===== src/hdl/tur_pkg.sv =====
// Shared constants for the touch request and report block.
// Assumes one 100 MHz clock and a synchronous active-high reset.
package tur_pkg;

    // -------------------------------------------------------------
    // Setup packet layout (byte offsets and request-type fields)
    // -------------------------------------------------------------
    localparam int SETUP_BYTES = 8;
    localparam int OFS_REQ_TYPE = 0;
    localparam int OFS_REQUEST = 1;
    localparam int OFS_VALUE = 2;
    localparam int OFS_INDEX = 4;
    localparam int OFS_LENGTH = 6;
    localparam int BIT_DIR = 7;
    localparam int BIT_TYPE_HI = 6;
    localparam int BIT_TYPE_LO = 5;
    localparam int BIT_RECIP_HI = 4;
    localparam logic [1:0] TYPE_STANDARD = 2'h0;
    localparam logic [1:0] TYPE_CLASS = 2'h1;
    localparam logic [1:0] TYPE_VENDOR = 2'h2;
    localparam logic [4:0] RECIP_DEVICE = 5'h00;

    // -------------------------------------------------------------
    // Command codes and report identifiers
    // -------------------------------------------------------------
    localparam logic [7:0] CMD_CALIBRATE = 8'h04;
    localparam logic [7:0] CMD_STATUS = 8'h06;
    localparam logic [7:0] CMD_RESET = 8'h07;
    localparam logic [7:0] CMD_DEFAULTS = 8'h08;
    localparam logic [7:0] CMD_CTRL_ID = 8'h0a;
    localparam logic [7:0] CMD_READ_PARAM = 8'h10;
    localparam logic [7:0] RPT_COORD = 8'h01;
    localparam logic [7:0] RPT_PARAM = 8'h04;
    localparam logic [7:0] RPT_STATUS = 8'h06;
    localparam logic [7:0] RPT_CTRL_ID = 8'h0c;
    localparam logic [15:0] CAL_INSET = 16'h0001;
    localparam logic [15:0] CAL_CORNER = 16'h0002;

    // -------------------------------------------------------------
    // Coordinate report layout and reset values
    // -------------------------------------------------------------
    localparam int COORD_BYTES = 11;
    localparam int COORD_BITS = COORD_BYTES * 8;
    localparam int STAT_ALWAYS = 7;
    localparam int STAT_TOUCH = 6;
    localparam logic [7:0] LOOP_RST = 8'h00;
    localparam logic [15:0] CAL_OFF_RST = 16'he000;
    localparam logic [15:0] CAL_GAIN_RST = 16'h0400;
    localparam int CAL_FRAC = 8;
    localparam int RAW_W = 14;
endpackage


===== src/hdl/tur_rep_if.sv =====
// Carrier between the report builder and the byte serialiser.
// Assumes both ends run on the same clock.
`timescale 1ns/100ps
`default_nettype none
interface tur_rep_if;
    import tur_pkg::*;
    logic load;
    logic [COORD_BITS-1:0] frame;
    logic busy;
    modport src (output load, output frame, input busy);
    modport ser (input load, input frame, output busy);
endinterface
`default_nettype wire


===== src/hdl/tur_top.sv =====
// Request decoder and report generator of a USB touch controller.
// Assumes an SIE on the same clock hands over whole setup packets and
// drains the report endpoint one byte at a time.
//
// Summary of operation
// - Behave as a USB 1.1 compliant device.
// - All commands are vendor requests and reports.
// - Fixed vendor id, mode picks product id.
// - Accept only codes 4,6,7,8,10,16.
// - Setup fields at byte offsets 0,1,2,4,6.
// - Request type: direction, type, recipient fields.
// - Sync reports 4, 6, 12 answer requests.
// - Coordinate report runs from power-up, asynchronously.
// - Coordinate report byte layout, id 0x01.
// - Loop counter stamps one processing tick.
// - Status bit7 one, bit6 touch.
// - Raw coordinates signed, -8192 to 8191.
// - Compensated coordinates via calibration, 0 to 65535.
// - Two-byte fields leave low byte first.
// - Stream reports continuously while touched.
// - Malformed, unpermitted or unsupported requests fail.
// - Failed requests stall endpoint zero.
`timescale 1ns/100ps
`default_nettype none
module tur_top
    import tur_pkg::*;
#(
    parameter logic [15:0] VENDOR_ID = 16'h1234, // Arbitrary value.
    parameter logic [15:0] PID_NORMAL = 16'h0a01, // Arbitrary value.
    parameter logic [15:0] PID_SPECIAL = 16'h0a02 // Arbitrary value.
) (
    input wire logic REF_CLK,
    input wire logic RST,
    input wire logic SPECIAL_MODE,
    input wire logic SETUP_VALID,
    input wire logic [63:0] SETUP_DATA,
    input wire logic CMD_PERMIT,
    input wire logic SAMPLE_TICK,
    input wire logic TOUCHED,
    input wire logic [13:0] RAW_X,
    input wire logic [13:0] RAW_Y,
    input wire logic CAL_WE,
    input wire logic [15:0] CAL_X_OFF,
    input wire logic [15:0] CAL_X_GAIN,
    input wire logic [15:0] CAL_Y_OFF,
    input wire logic [15:0] CAL_Y_GAIN,
    input wire logic REP_READY,
    output logic [15:0] VID,
    output logic [15:0] PID,
    output logic USB_REV11,
    output logic CMD_VALID,
    output logic [7:0] CMD_CODE,
    output logic [15:0] CMD_VALUE,
    output logic [15:0] CMD_INDEX,
    output logic [15:0] CMD_LENGTH,
    output logic SYNC_REQ,
    output logic [7:0] SYNC_ID,
    output logic EP0_STALL,
    output logic [7:0] LOOP_COUNT,
    output logic [7:0] REP_DATA,
    output logic REP_VALID,
    output logic REP_LAST
);

    // -------------------------------------------------------------
    // Helpers
    // -------------------------------------------------------------

    // Only the six vendor commands are known.
    function automatic logic cmd_known(input logic [7:0] c);
        case (c)
            CMD_CALIBRATE, CMD_STATUS, CMD_RESET, CMD_DEFAULTS,
            CMD_CTRL_ID, CMD_READ_PARAM: cmd_known = 1'b1;
            default: cmd_known = 1'b0;
        endcase
    endfunction

    // Report returned by a command, zero for commands with no data.
    function automatic logic [7:0] cmd_report(input logic [7:0] c);
        case (c)
            CMD_STATUS: cmd_report = RPT_STATUS;
            CMD_CTRL_ID: cmd_report = RPT_CTRL_ID;
            CMD_READ_PARAM: cmd_report = RPT_PARAM;
            default: cmd_report = 8'h00;
        endcase
    endfunction

    // Picks one byte out of the little-endian setup packet.
    function automatic logic [7:0] setup_byte(input logic [63:0] p,
                                              input int ofs);
        setup_byte = p[ofs*8 +: 8];
    endfunction

    // Applies offset and gain, then clamps to the unsigned range.
    // The wide intermediate keeps overflow out of the clamp decision.
    function automatic logic [15:0] compensate(input logic [13:0] raw,
                                               input logic [15:0] off,
                                               input logic [15:0] gain);
        logic signed [17:0] diff;
        logic signed [35:0] prod;
        logic signed [35:0] scaled;
        diff = 18'(signed'(raw)) - 18'(signed'(off));
        prod = 36'(diff) * 36'(signed'({1'b0, gain}));
        scaled = prod >>> CAL_FRAC;
        if (scaled < 0) begin
            compensate = 16'h0000;
        end else if (scaled > 36'sh0ffff) begin
            compensate = 16'hffff;
        end else begin
            compensate = scaled[15:0];
        end
    endfunction

    // -------------------------------------------------------------
    // Identity
    // -------------------------------------------------------------
    logic mode_s1_q;
    logic mode_s2_q;

    // The mode strap comes from a pin, so it is synchronised first.
    always_ff @(posedge REF_CLK) begin
        if (RST) begin
            mode_s1_q <= 1'b0;
            mode_s2_q <= 1'b0;
        end else begin
            mode_s1_q <= SPECIAL_MODE;
            mode_s2_q <= mode_s1_q;
        end
    end

    // Vendor id is fixed, product id follows the mode strap.
    always_ff @(posedge REF_CLK) begin
        if (RST) begin
            VID <= VENDOR_ID;
            PID <= PID_NORMAL;
            USB_REV11 <= 1'b1;
        end else begin
            VID <= VENDOR_ID;
            PID <= mode_s2_q ? PID_SPECIAL : PID_NORMAL;
            USB_REV11 <= 1'b1;
        end
    end

    // -------------------------------------------------------------
    // Request decode
    // -------------------------------------------------------------
    logic [7:0] req_type;
    logic [7:0] req_code;
    logic [15:0] req_value;
    logic [15:0] req_index;
    logic [15:0] req_length;
    logic dir_in;
    logic form_ok;
    logic known;
    logic req_ok;

    // Field extraction from the eight setup bytes.
    assign req_type = setup_byte(SETUP_DATA, OFS_REQ_TYPE);
    assign req_code = setup_byte(SETUP_DATA, OFS_REQUEST);
    assign req_value = {setup_byte(SETUP_DATA, OFS_VALUE + 1),
                        setup_byte(SETUP_DATA, OFS_VALUE)};
    assign req_index = {setup_byte(SETUP_DATA, OFS_INDEX + 1),
                        setup_byte(SETUP_DATA, OFS_INDEX)};
    assign req_length = {setup_byte(SETUP_DATA, OFS_LENGTH + 1),
                         setup_byte(SETUP_DATA, OFS_LENGTH)};
    assign dir_in = req_type[BIT_DIR];
    assign known = cmd_known(req_code);

    // Well formed means vendor type to the device, with the direction
    // bit matching whether the command returns data. Standard and class
    // requests that reach this decoder fail and stall endpoint zero.
    always_comb begin
        form_ok = 1'b1;
        if (req_type[BIT_TYPE_HI:BIT_TYPE_LO] != TYPE_VENDOR) begin
            form_ok = 1'b0;
        end
        if (req_type[BIT_RECIP_HI:0] != RECIP_DEVICE) begin
            form_ok = 1'b0;
        end
        if (dir_in != (cmd_report(req_code) != 8'h00)) begin
            form_ok = 1'b0;
        end
        if (!dir_in && req_length != 16'h0000) begin
            form_ok = 1'b0; // Outgoing commands carry no data stage.
        end
        if (req_code == CMD_CALIBRATE && req_value != CAL_INSET &&
            req_value != CAL_CORNER) begin
            form_ok = 1'b0;
        end
    end

    // A request passes only if known, well formed and permitted now.
    assign req_ok = known && form_ok && CMD_PERMIT;

    // Accepted commands go out as a one-cycle pulse with their fields.
    always_ff @(posedge REF_CLK) begin
        if (RST) begin
            CMD_VALID <= 1'b0;
            CMD_CODE <= 8'h00;
            CMD_VALUE <= 16'h0000;
            CMD_INDEX <= 16'h0000;
            CMD_LENGTH <= 16'h0000;
        end else begin
            CMD_VALID <= SETUP_VALID && req_ok;
            if (SETUP_VALID && req_ok) begin
                CMD_CODE <= req_code;
                CMD_VALUE <= req_value;
                CMD_INDEX <= req_index;
                CMD_LENGTH <= req_length;
            end
        end
    end

    // Data-returning commands ask for their report at once; a failed
    // request stalls the control endpoint instead of answering.
    always_ff @(posedge REF_CLK) begin
        if (RST) begin
            SYNC_REQ <= 1'b0;
            SYNC_ID <= 8'h00;
            EP0_STALL <= 1'b0;
        end else begin
            SYNC_REQ <= SETUP_VALID && req_ok && dir_in;
            if (SETUP_VALID && req_ok && dir_in) begin
                SYNC_ID <= cmd_report(req_code);
            end
            EP0_STALL <= SETUP_VALID && !req_ok;
        end
    end

    // -------------------------------------------------------------
    // Calibration store
    // -------------------------------------------------------------
    logic [15:0] cal_x_off_q;
    logic [15:0] cal_x_gain_q;
    logic [15:0] cal_y_off_q;
    logic [15:0] cal_y_gain_q;

    // Defaults map the full raw span onto the full unsigned span.
    always_ff @(posedge REF_CLK) begin
        if (RST) begin
            cal_x_off_q <= CAL_OFF_RST;
            cal_x_gain_q <= CAL_GAIN_RST;
            cal_y_off_q <= CAL_OFF_RST;
            cal_y_gain_q <= CAL_GAIN_RST;
        end else if (CAL_WE) begin
            cal_x_off_q <= CAL_X_OFF;
            cal_x_gain_q <= CAL_X_GAIN;
            cal_y_off_q <= CAL_Y_OFF;
            cal_y_gain_q <= CAL_Y_GAIN;
        end
    end

    // -------------------------------------------------------------
    // Coordinate report build
    // -------------------------------------------------------------
    logic [7:0] loop_q;
    logic was_touched_q;
    logic [COORD_BITS-1:0] pend_q;
    logic pend_v_q;
    logic [15:0] comp_x;
    logic [15:0] comp_y;
    logic [15:0] raw_x16;
    logic [15:0] raw_y16;
    logic [7:0] status_byte;
    logic send_now;
    tur_rep_if rep ();

    // Raw values are taken straight from the sensor, sign-extended.
    assign raw_x16 = 16'(signed'(RAW_X));
    assign raw_y16 = 16'(signed'(RAW_Y));
    assign comp_x = compensate(RAW_X, cal_x_off_q, cal_x_gain_q);
    assign comp_y = compensate(RAW_Y, cal_y_off_q, cal_y_gain_q);

    // Bit 7 always set, bit 6 tracks touch, the rest stay zero.
    always_comb begin
        status_byte = 8'h00;
        status_byte[STAT_ALWAYS] = 1'b1;
        status_byte[STAT_TOUCH] = TOUCHED;
    end

    // Every touched tick reports, plus the liftoff tick, so the host
    // sees both edges and the stream in between.
    assign send_now = SAMPLE_TICK && (TOUCHED || was_touched_q);

    // Counter stamps each tick and wraps at 256.
    always_ff @(posedge REF_CLK) begin
        if (RST) begin
            loop_q <= LOOP_RST;
            was_touched_q <= 1'b0;
        end else if (SAMPLE_TICK) begin
            loop_q <= loop_q + 8'h01;
            was_touched_q <= TOUCHED;
        end
    end

    // The pending slot keeps only the newest frame. If the host drains
    // slowly an older frame is overwritten, which is the trade made to
    // avoid a queue: late coordinates are worth less than fresh ones.
    always_ff @(posedge REF_CLK) begin
        if (RST) begin
            pend_q <= '0;
            pend_v_q <= 1'b0;
        end else if (send_now) begin
            // Byte k sits at bits 8k, all words low byte first.
            pend_q <= {raw_y16[15:8], raw_y16[7:0],
                       raw_x16[15:8], raw_x16[7:0],
                       comp_y[15:8], comp_y[7:0],
                       comp_x[15:8], comp_x[7:0],
                       status_byte, loop_q, RPT_COORD};
            pend_v_q <= 1'b1;
        end else if (rep.load && !rep.busy) begin
            pend_v_q <= 1'b0;
        end
    end

    // Loop count shown to other logic for matching its own outputs.
    always_ff @(posedge REF_CLK) begin
        if (RST) begin
            LOOP_COUNT <= LOOP_RST;
        end else begin
            LOOP_COUNT <= loop_q;
        end
    end

    assign rep.load = pend_v_q;
    assign rep.frame = pend_q;

    // -------------------------------------------------------------
    // Report serialiser
    // -------------------------------------------------------------
    tur_report_ser u_ser (
        .clk(REF_CLK),
        .rst(RST),
        .rep(rep),
        .ready(REP_READY),
        .data_q(REP_DATA),
        .valid_q(REP_VALID),
        .last_q(REP_LAST)
    );

endmodule
`default_nettype wire


===== src/hdl/tur_report_ser.sv =====
// Byte serialiser for the asynchronous coordinate report.
// Assumes the endpoint takes a byte in each cycle where valid and ready.
`timescale 1ns/100ps
`default_nettype none
module tur_report_ser
    import tur_pkg::*;
(
    input wire logic clk,
    input wire logic rst,
    tur_rep_if.ser rep,
    input wire logic ready,
    output logic [7:0] data_q,
    output logic valid_q,
    output logic last_q
);
    logic [COORD_BITS-1:0] shift_q;
    logic [3:0] left_q;

    // -------------------------------------------------------------
    // Shift out, byte 0 first, so every field leaves low byte first
    // -------------------------------------------------------------
    assign rep.busy = valid_q;

    always_ff @(posedge clk) begin
        if (rst) begin
            shift_q <= '0;
            left_q <= 4'h0;
            data_q <= 8'h00;
            valid_q <= 1'b0;
            last_q <= 1'b0;
        end else if (rep.load && !valid_q) begin
            data_q <= rep.frame[7:0];
            shift_q <= rep.frame >> 8;
            left_q <= 4'(COORD_BYTES - 1);
            valid_q <= 1'b1;
            last_q <= 1'b0;
        end else if (valid_q && ready) begin
            data_q <= shift_q[7:0];
            shift_q <= shift_q >> 8;
            valid_q <= (left_q != 4'h0);
            last_q <= (left_q == 4'h1);
            left_q <= (left_q != 4'h0) ? left_q - 4'h1 : 4'h0;
        end
    end
endmodule
`default_nettype wire


===== config.mk =====
export PLATFORM = sky130hd
export DESIGN_NAME = tur_top
export DESIGN_NICKNAME = d
export VERILOG_FILES = /design/src/hdl/tur_pkg.sv /design/src/hdl/tur_rep_if.sv /design/src/hdl/tur_top.sv /design/src/hdl/tur_report_ser.sv
export SDC_FILE = /design/constraint.sdc
export NUM_CORES = 2
export LEC_CHECK = 0
export BUFFER_PORTS_ARGS = -buffer_cell sky130_fd_sc_hd__buf_4
export CAP_MARGIN = 20
export CELL_PAD_IN_SITES_DETAIL_PLACEMENT = 1
export CELL_PAD_IN_SITES_GLOBAL_PLACEMENT = 1
export CORE_MARGIN = 4
export CORE_UTILIZATION = 35
export CTS_CLUSTER_DIAMETER = 80
export CTS_CLUSTER_SIZE = 8
export DETAILED_ROUTE_END_ITERATION = 10
export PLACE_DENSITY_LB_ADDON = 0.2
export SLEW_MARGIN = 25
export SYNTH_ARGS = -nofsm -noshare
export SYNTH_HDL_FRONTEND = slang
export SYNTH_SLANG_ARGS = --single-unit

===== constraint.sdc =====
create_clock -name REF_CLK -period 12.55 [get_ports REF_CLK]
set_clock_uncertainty 0.15 [all_clocks]
set_input_delay 1.255 -clock REF_CLK [delete_from_list [all_inputs] [get_ports REF_CLK]]
set_output_delay 1.255 -clock REF_CLK [all_outputs]
set_load 0.02 [all_outputs]

== Word-level counts from Yosys, hierarchy flattened ==
Cells that the tools add are included.
Word-level totals
  output and inout port bits: 118
  bits of input ports: 165
  bits in registers: 334
Cells by class
  equal/unequal tests: 11
  magnitude comparators: 4
  reduce and logical (&&, ||, !) cells: 23
  $mul: 2
  add/sub/neg operators: 4
  multiplexer cells: 23
Operators with widths (number)
  2-to-1 mux 80 bit: 2
  multiplier 17 x 17 -> 34 bit: 2
  2-to-1 mux 16 bit: 4
  greater-than comparator 26 x 17 -> 1 bit, second input constant: 2
  less-than comparator 26 x 1 -> 1 bit, second input constant: 2
  subtractor 14 x 16 -> 17 bit: 2
  equality test 8 x 3 -> 1 bit, second input constant: 3
  equality test 8 x 4 -> 1 bit, second input constant: 2
  2-to-1 mux 8 bit: 2
  inequality test 16 x 1 -> 1 bit, second input constant: 1
  inequality test 16 x 2 -> 1 bit, second input constant: 1
  nonzero test 16 bit: 1
  2-to-1 mux 4 bit: 3
  one-hot mux 4 bit (3 select lines): 1
  logical AND 1 bit: 11
  2-to-1 mux 1 bit: 10
  adder 8 x 1 -> 8 bit, second input constant: 1
  equality test 8 x 5 -> 1 bit, second input constant: 1
  nonzero test 8 bit: 1
  OR reduction 6 bit: 1
  nonzero test 5 bit: 1
  equality test 4 x 1 -> 1 bit, second input constant: 1
  nonzero test 2 bit: 2
  nonzero test 4 bit: 1
  7 further kinds: 9

== Depth between registers and ports, before layout ==
  depth in word-level cells: 11
  mapped depth: 39

== Cells and area by module ==
Synthesis repeated with hierarchy kept, for this count alone.
Second synthesis, totals
  cells, all modules: 4051
  area, all modules: 34685.8 um^2
Modules (own cells, without submodules)
  tur_top: sequential area each 4364.2 um^2, cells each 3563, area each 30777.0 um^2, instances 1
  tur_report_ser: sequential area each 1881.8 um^2, cells each 488, area each 3908.7 um^2, instances 1

== Worst setup path after synthesis ==
Ideal clock, no wire load.
  path kind: input-to-reg
  start: in RAW_X[0]
  end: reg pend_q[26]
  stages: 36
  path slack: 2.802 ns
  arrival time: 9.528 ns
  required time: 12.331 ns
  path through: inv_1 ha_1 fa_1 nor2b_1 o21ai_1 a21boi_1 o21ai_1 a21boi_1 o21ai_1 a21oi_1 o211a_1 o41ai_2 clkbuf_1 nand2_1 fa_1 inv_1 fa_1 clkbuf_1 xnor2_1 xnor2_1 fa_1 fa_1 inv_1 fa_1 inv_1 ha_1 a21o_1 a21o_1 a21oi_1 nand3_1 o21ai_1 o221ai_1 xnor2_1 or3_1 o2bb2a_1 o21ai_1
On the way
  word-level cells in the longest chain between the ends: 5
  elaborated cells between the ends (all ways): 6
  those cells by class: add/sub: 1; mul: 1; order compare: 2; mux: 2
RTL lines
  start, declared: RTL line tur_top.sv:40  | input wire logic [13:0] RAW_X,
  subtractor 14 x 16 -> 17 bit (*): RTL line tur_top.sv:102  | diff = 18'(signed'(raw)) - 18'(signed'(off));
  multiplier 17 x 17 -> 34 bit (*): RTL line tur_top.sv:103  | prod = 36'(diff) * 36'(signed'({1'b0, gain}));
  greater-than comparator 26 x 17 -> 1 bit: RTL line tur_top.sv:107  | end else if (scaled > 36'sh0ffff) begin
  2-to-1 mux 16 bit: RTL line tur_top.sv:107
  2-to-1 mux 16 bit (*): RTL line tur_top.sv:105  | if (scaled < 0) begin
  end signal, assigned: RTL line tur_top.sv:305  | pend_q <= {raw_y16[15:8], raw_y16[7:0],
  end, declared: RTL line tur_top.sv:258  | logic [COORD_BITS-1:0] pend_q;
Mark *: on every way between the ends. The rest lies on a longest branch, timed or not.
A chain may end at the register's enable or synchronous reset.

== Worst setup path in the final report ==
  start: in RAW_X[0]
  end: reg pend_q[33]
Same word-level chain as after synthesis.

==> flow_summary.toml <==
[setup_path]
critical_path_class = "input port to flip-flop"
cp-start-kind = "input port"
max_stage_delay_ns = 0.70
crit_top_cell = "fa_1"
crit_fanout = 21
worst_path_max_delay_cell = "nor3b_2"
crit_family = "adder cells"
cp.buffers_inverters = 6
cp.required_ns = 12.85
cp-end-kind = "flip-flop"
cp.arrival_ns = 11.04

[die]
core_area_um2 = 101000
fp.dieW_um = 327
fp-row-count = 116
dieArea_um2 = 107000
die_h_um = 327
start_util_pct = 35.5
ios = 283

[clocking]
clkTransAtPathRegs_ns = 0.05
h-tree-depth = 2
holdBufCountCts = 0
cts.path.max_buffers = 3
cts_resized = 0
cts_buffers = 48
insertion_delay_ns = 0.65
clk_root_buffer_cell = "clkbuf_16"
cts_tree = "built"
clock_sinks = 310
postCtsSetupRepairBufs = 0

[place]
place_area_um2 = 38800
routabilityCongestion = 0.849
hpwl_um = 85400
portBuffers = 246

[flow_run]
maxCapViolations = 0

[power]
irDropWorstVdd_mv = 0.224
power.density_nw_per_um2 = 231
p_leak_nw = 18.9

[drt]
postRouteAntennaNets = 0
drc = 0
met3_length_um = 4600
first_pass_iters = 5
dr_total_vias = 28500
dr.max_layer_used = "met4"
drt-met1-wl_um = 52200
drt_iter0_drc = 1385
wl_per_cell_um = 19.0
dr_wl_met2_um = 49800
drt-total-wl_um = 109000
avgViaCountPerCell = 4.96

[synth]
synth_top_area_cell = "fa_1"
yosys_warnings = 0
syn_avg_cell_area_um2 = 8.34
yosys.cell_types.count = 75
ys_async_sr_fraction_pct = 0
synth_cells = 4275
synth_top_area_share_pct = 30.5
ys_seq_area_share_pct = 17.4
syn-cell-area_um2 = 35700
synth.area.top_cells = "fa_1 (31%), dfxtp_1 (17%), inv_1 (8.1%)"
ys.flop_type = "dfxtp_1"
ys_ff_latch = 310
synth_edf_count = 0

[layout]
fillers = 12000
drive_above_1_share_pct = 9.56
nets = 5296
syn2layout_area_growth_pct = 12.6
design_area_um2 = 40200
fin_util_pct = 39.9

[grt]
grt_usage_pct = 20.5
grt_pass1_wl_um = 174000
grt_overflow_total = 0
grt_max_degree = 93
grt_pass1_vias = 30700
antenna_found_initial = 4

[sta]
max_freq_ghz = 0.0931
setup_tns_ns = 0
timing.slew.headroom_pct = 32.3
hold_viol_final = 0
finalCriticalPeriod_ns = 10.74
rsz0062_at_grt = "false"
finalMaxSlewViolations = 0
setup_viol = 0
worstMarginPinSlew_ns = 1.01
layout_worst_path_cycle_share_pct = 85.6

[worst_hold_path]
min_path_type = "flip-flop to flip-flop"

[run_status]
status = "complete, no violations"
==> through the flow <==
| step | hold WS [ns] | std cells | worst slack [ns] | power, mW |
|---|---|---|---|---|
| detailed placement | 0.292 | 5691 | 1.17 | 8.20 |
| global route | 0.313 | 5750 | 0.931 | 10.5 |
| CTS | 0.301 | 5750 | 1.80 | 9.47 |
| global placement | 0.283 | 5691 | 1.45 | 8.09 |
| finish | 0.297 | 5752 | 1.81 | 9.30 |
| floorplan | 0.264 | 4309 | 2.80 | 6.37 |
==> per-layer routing <==
layer  track usage (%)  vias up
li1                  -    13400
met1              28.7    14500
met2              33.8      482
met3              2.61      119
met4              4.77        0
met5                 0        -
==> registers in the layout, indices dropped and copies added (netlist names), 2 cells and up <==
register and cells:
pend_q 70, u_ser.data_q 8, CMD_LENGTH 16, cal_x_off_q 16, LOOP_COUNT 8, PID 2
cal_y_gain_q 16, cal_y_off_q 16, CMD_CODE 8, loop_q 8, CMD_VALUE 16, u_ser.left_q 4
CMD_INDEX 16, cal_x_gain_q 16, u_ser.shift_q 78, SYNC_ID 3
==> cell usage in the layout, fill, tap and decap left out, types with 5 or more instances in the layout <==
cell	synthesis	final
mux2i_1	60	60
and3_1	15	15
dfxtp_1	310	306
clkbuf_16	0	48
or3_1	9	9
o211ai_1	45	45
a311oi_1	45	45
nand2b_1	29	28
o21a_1	16	15
fa_1	544	544
nand2_1	735	734
a21boi_1	5	5
o21ai_1	9	8
buf_4	37	311
nor2_1	200	194
or2_2	7	7
and2_1	214	212
xor2_1	28	26
o2111ai_1	5	5
nor2_2	0	5
a21oi_1	205	205
o311ai_0	9	8
a31oi_1	24	24
maj3_1	11	11
o211a_1	18	18
nand4_1	56	56
nor2b_1	93	92
a22oi_1	34	34
nor3_1	21	21
nand3_1	17	17
xnor2_1	57	52
inv_1	767	767
o21ai_0	67	67
o311a_1	12	12
a21o_1	30	30
ha_1	203	203
a211oi_1	19	19
conb_1	2	36
nor4_1	9	9
==> report_power, final <==
group	internal (mW)	switching (mW)	total [mW]
sequential	1.06	0.0737	1.13
clock	0.715	0.501	1.22
combinational	2.79	4.16	6.95
total	4.56	4.73	9.30
==> synth_stat cells (all sizes together) (60+ instances only) <==
| library cell | n |
|---|---|
| inv | 767 |
| nand2 | 735 |
| fa | 544 |
| dfxtp | 310 |
| clkbuf | 230 |
| and2 | 214 |
| a21oi | 205 |
| ha | 203 |
| nor2 | 200 |
| nor2b | 93 |
| o21ai | 79 |
| mux2i | 60 |
==> logic make-up (layout without fill, tap and decap cells) <==
kind of cell / count (synthesis) / after routing / synth area share, %
buffers and inverters: 1054 / 1138 / 11.5
adders and majority gates: 758 / 758 / 38.0
xor gates and xnor gates: 85 / 85 / 2.09
other: 2 / 38 / 0.0211
and+or+nand+nor: 1420 / 1420 / 18.4
muxes: 61 / 61 / 1.72
DFF: 310 / 310 / 17.4
AOI/OAI and AO/OA: 585 / 585 / 11.0
==> final cells by class <==
type	count	area (um2)	share of cell area [%]
Clock buffer	50	1230	3.06
Antenna cell	2	5.00	0.0125
Timing Repair Buffer	312	2350	5.85
Multi-Input combinational cell	2945	25700	63.9
Tap cell	1357	1700	4.23
Inverter	767	2880	7.17
Clock inverter	9	149	0.371
Sequential cell	310	6210	15.5
==> path summary, 6_finish.rpt <==
kind | startpoint | to | slack [ns] | cells past startpoint
worst min-delay path | mode_s1_q$_SDFF_PP0_ | mode_s2_q$_SDFF_PP0_ | 0.30 | 1
worst max-delay path | RAW_X[0] | pend_q[33]$_SDFFE_PP0P_ | 1.81 | 36
worst max register to register | cal_x_off_q[2]$_SDFFE_PP0P_ | pend_q[33]$_SDFFE_PP0P_ | 2.00 | 34
worst min register to register | mode_s1_q$_SDFF_PP0_ | mode_s2_q$_SDFF_PP0_ | 0.30 | 1
==> worst reg2reg max path, delay by kind of cell (launching register included) <==
kind	cells	cell delay (ns)
adder cells (fa/ha/maj)	7	3.42
AND/OR/NAND/NOR	5	1.24
AO/OA/AOI/OAI	14	3.39
buffers and inverters	5	0.60
flip-flops	1	0.54
XOR/XNOR	3	1.06
No activity file was read; power rests on OpenSTA's default activity.
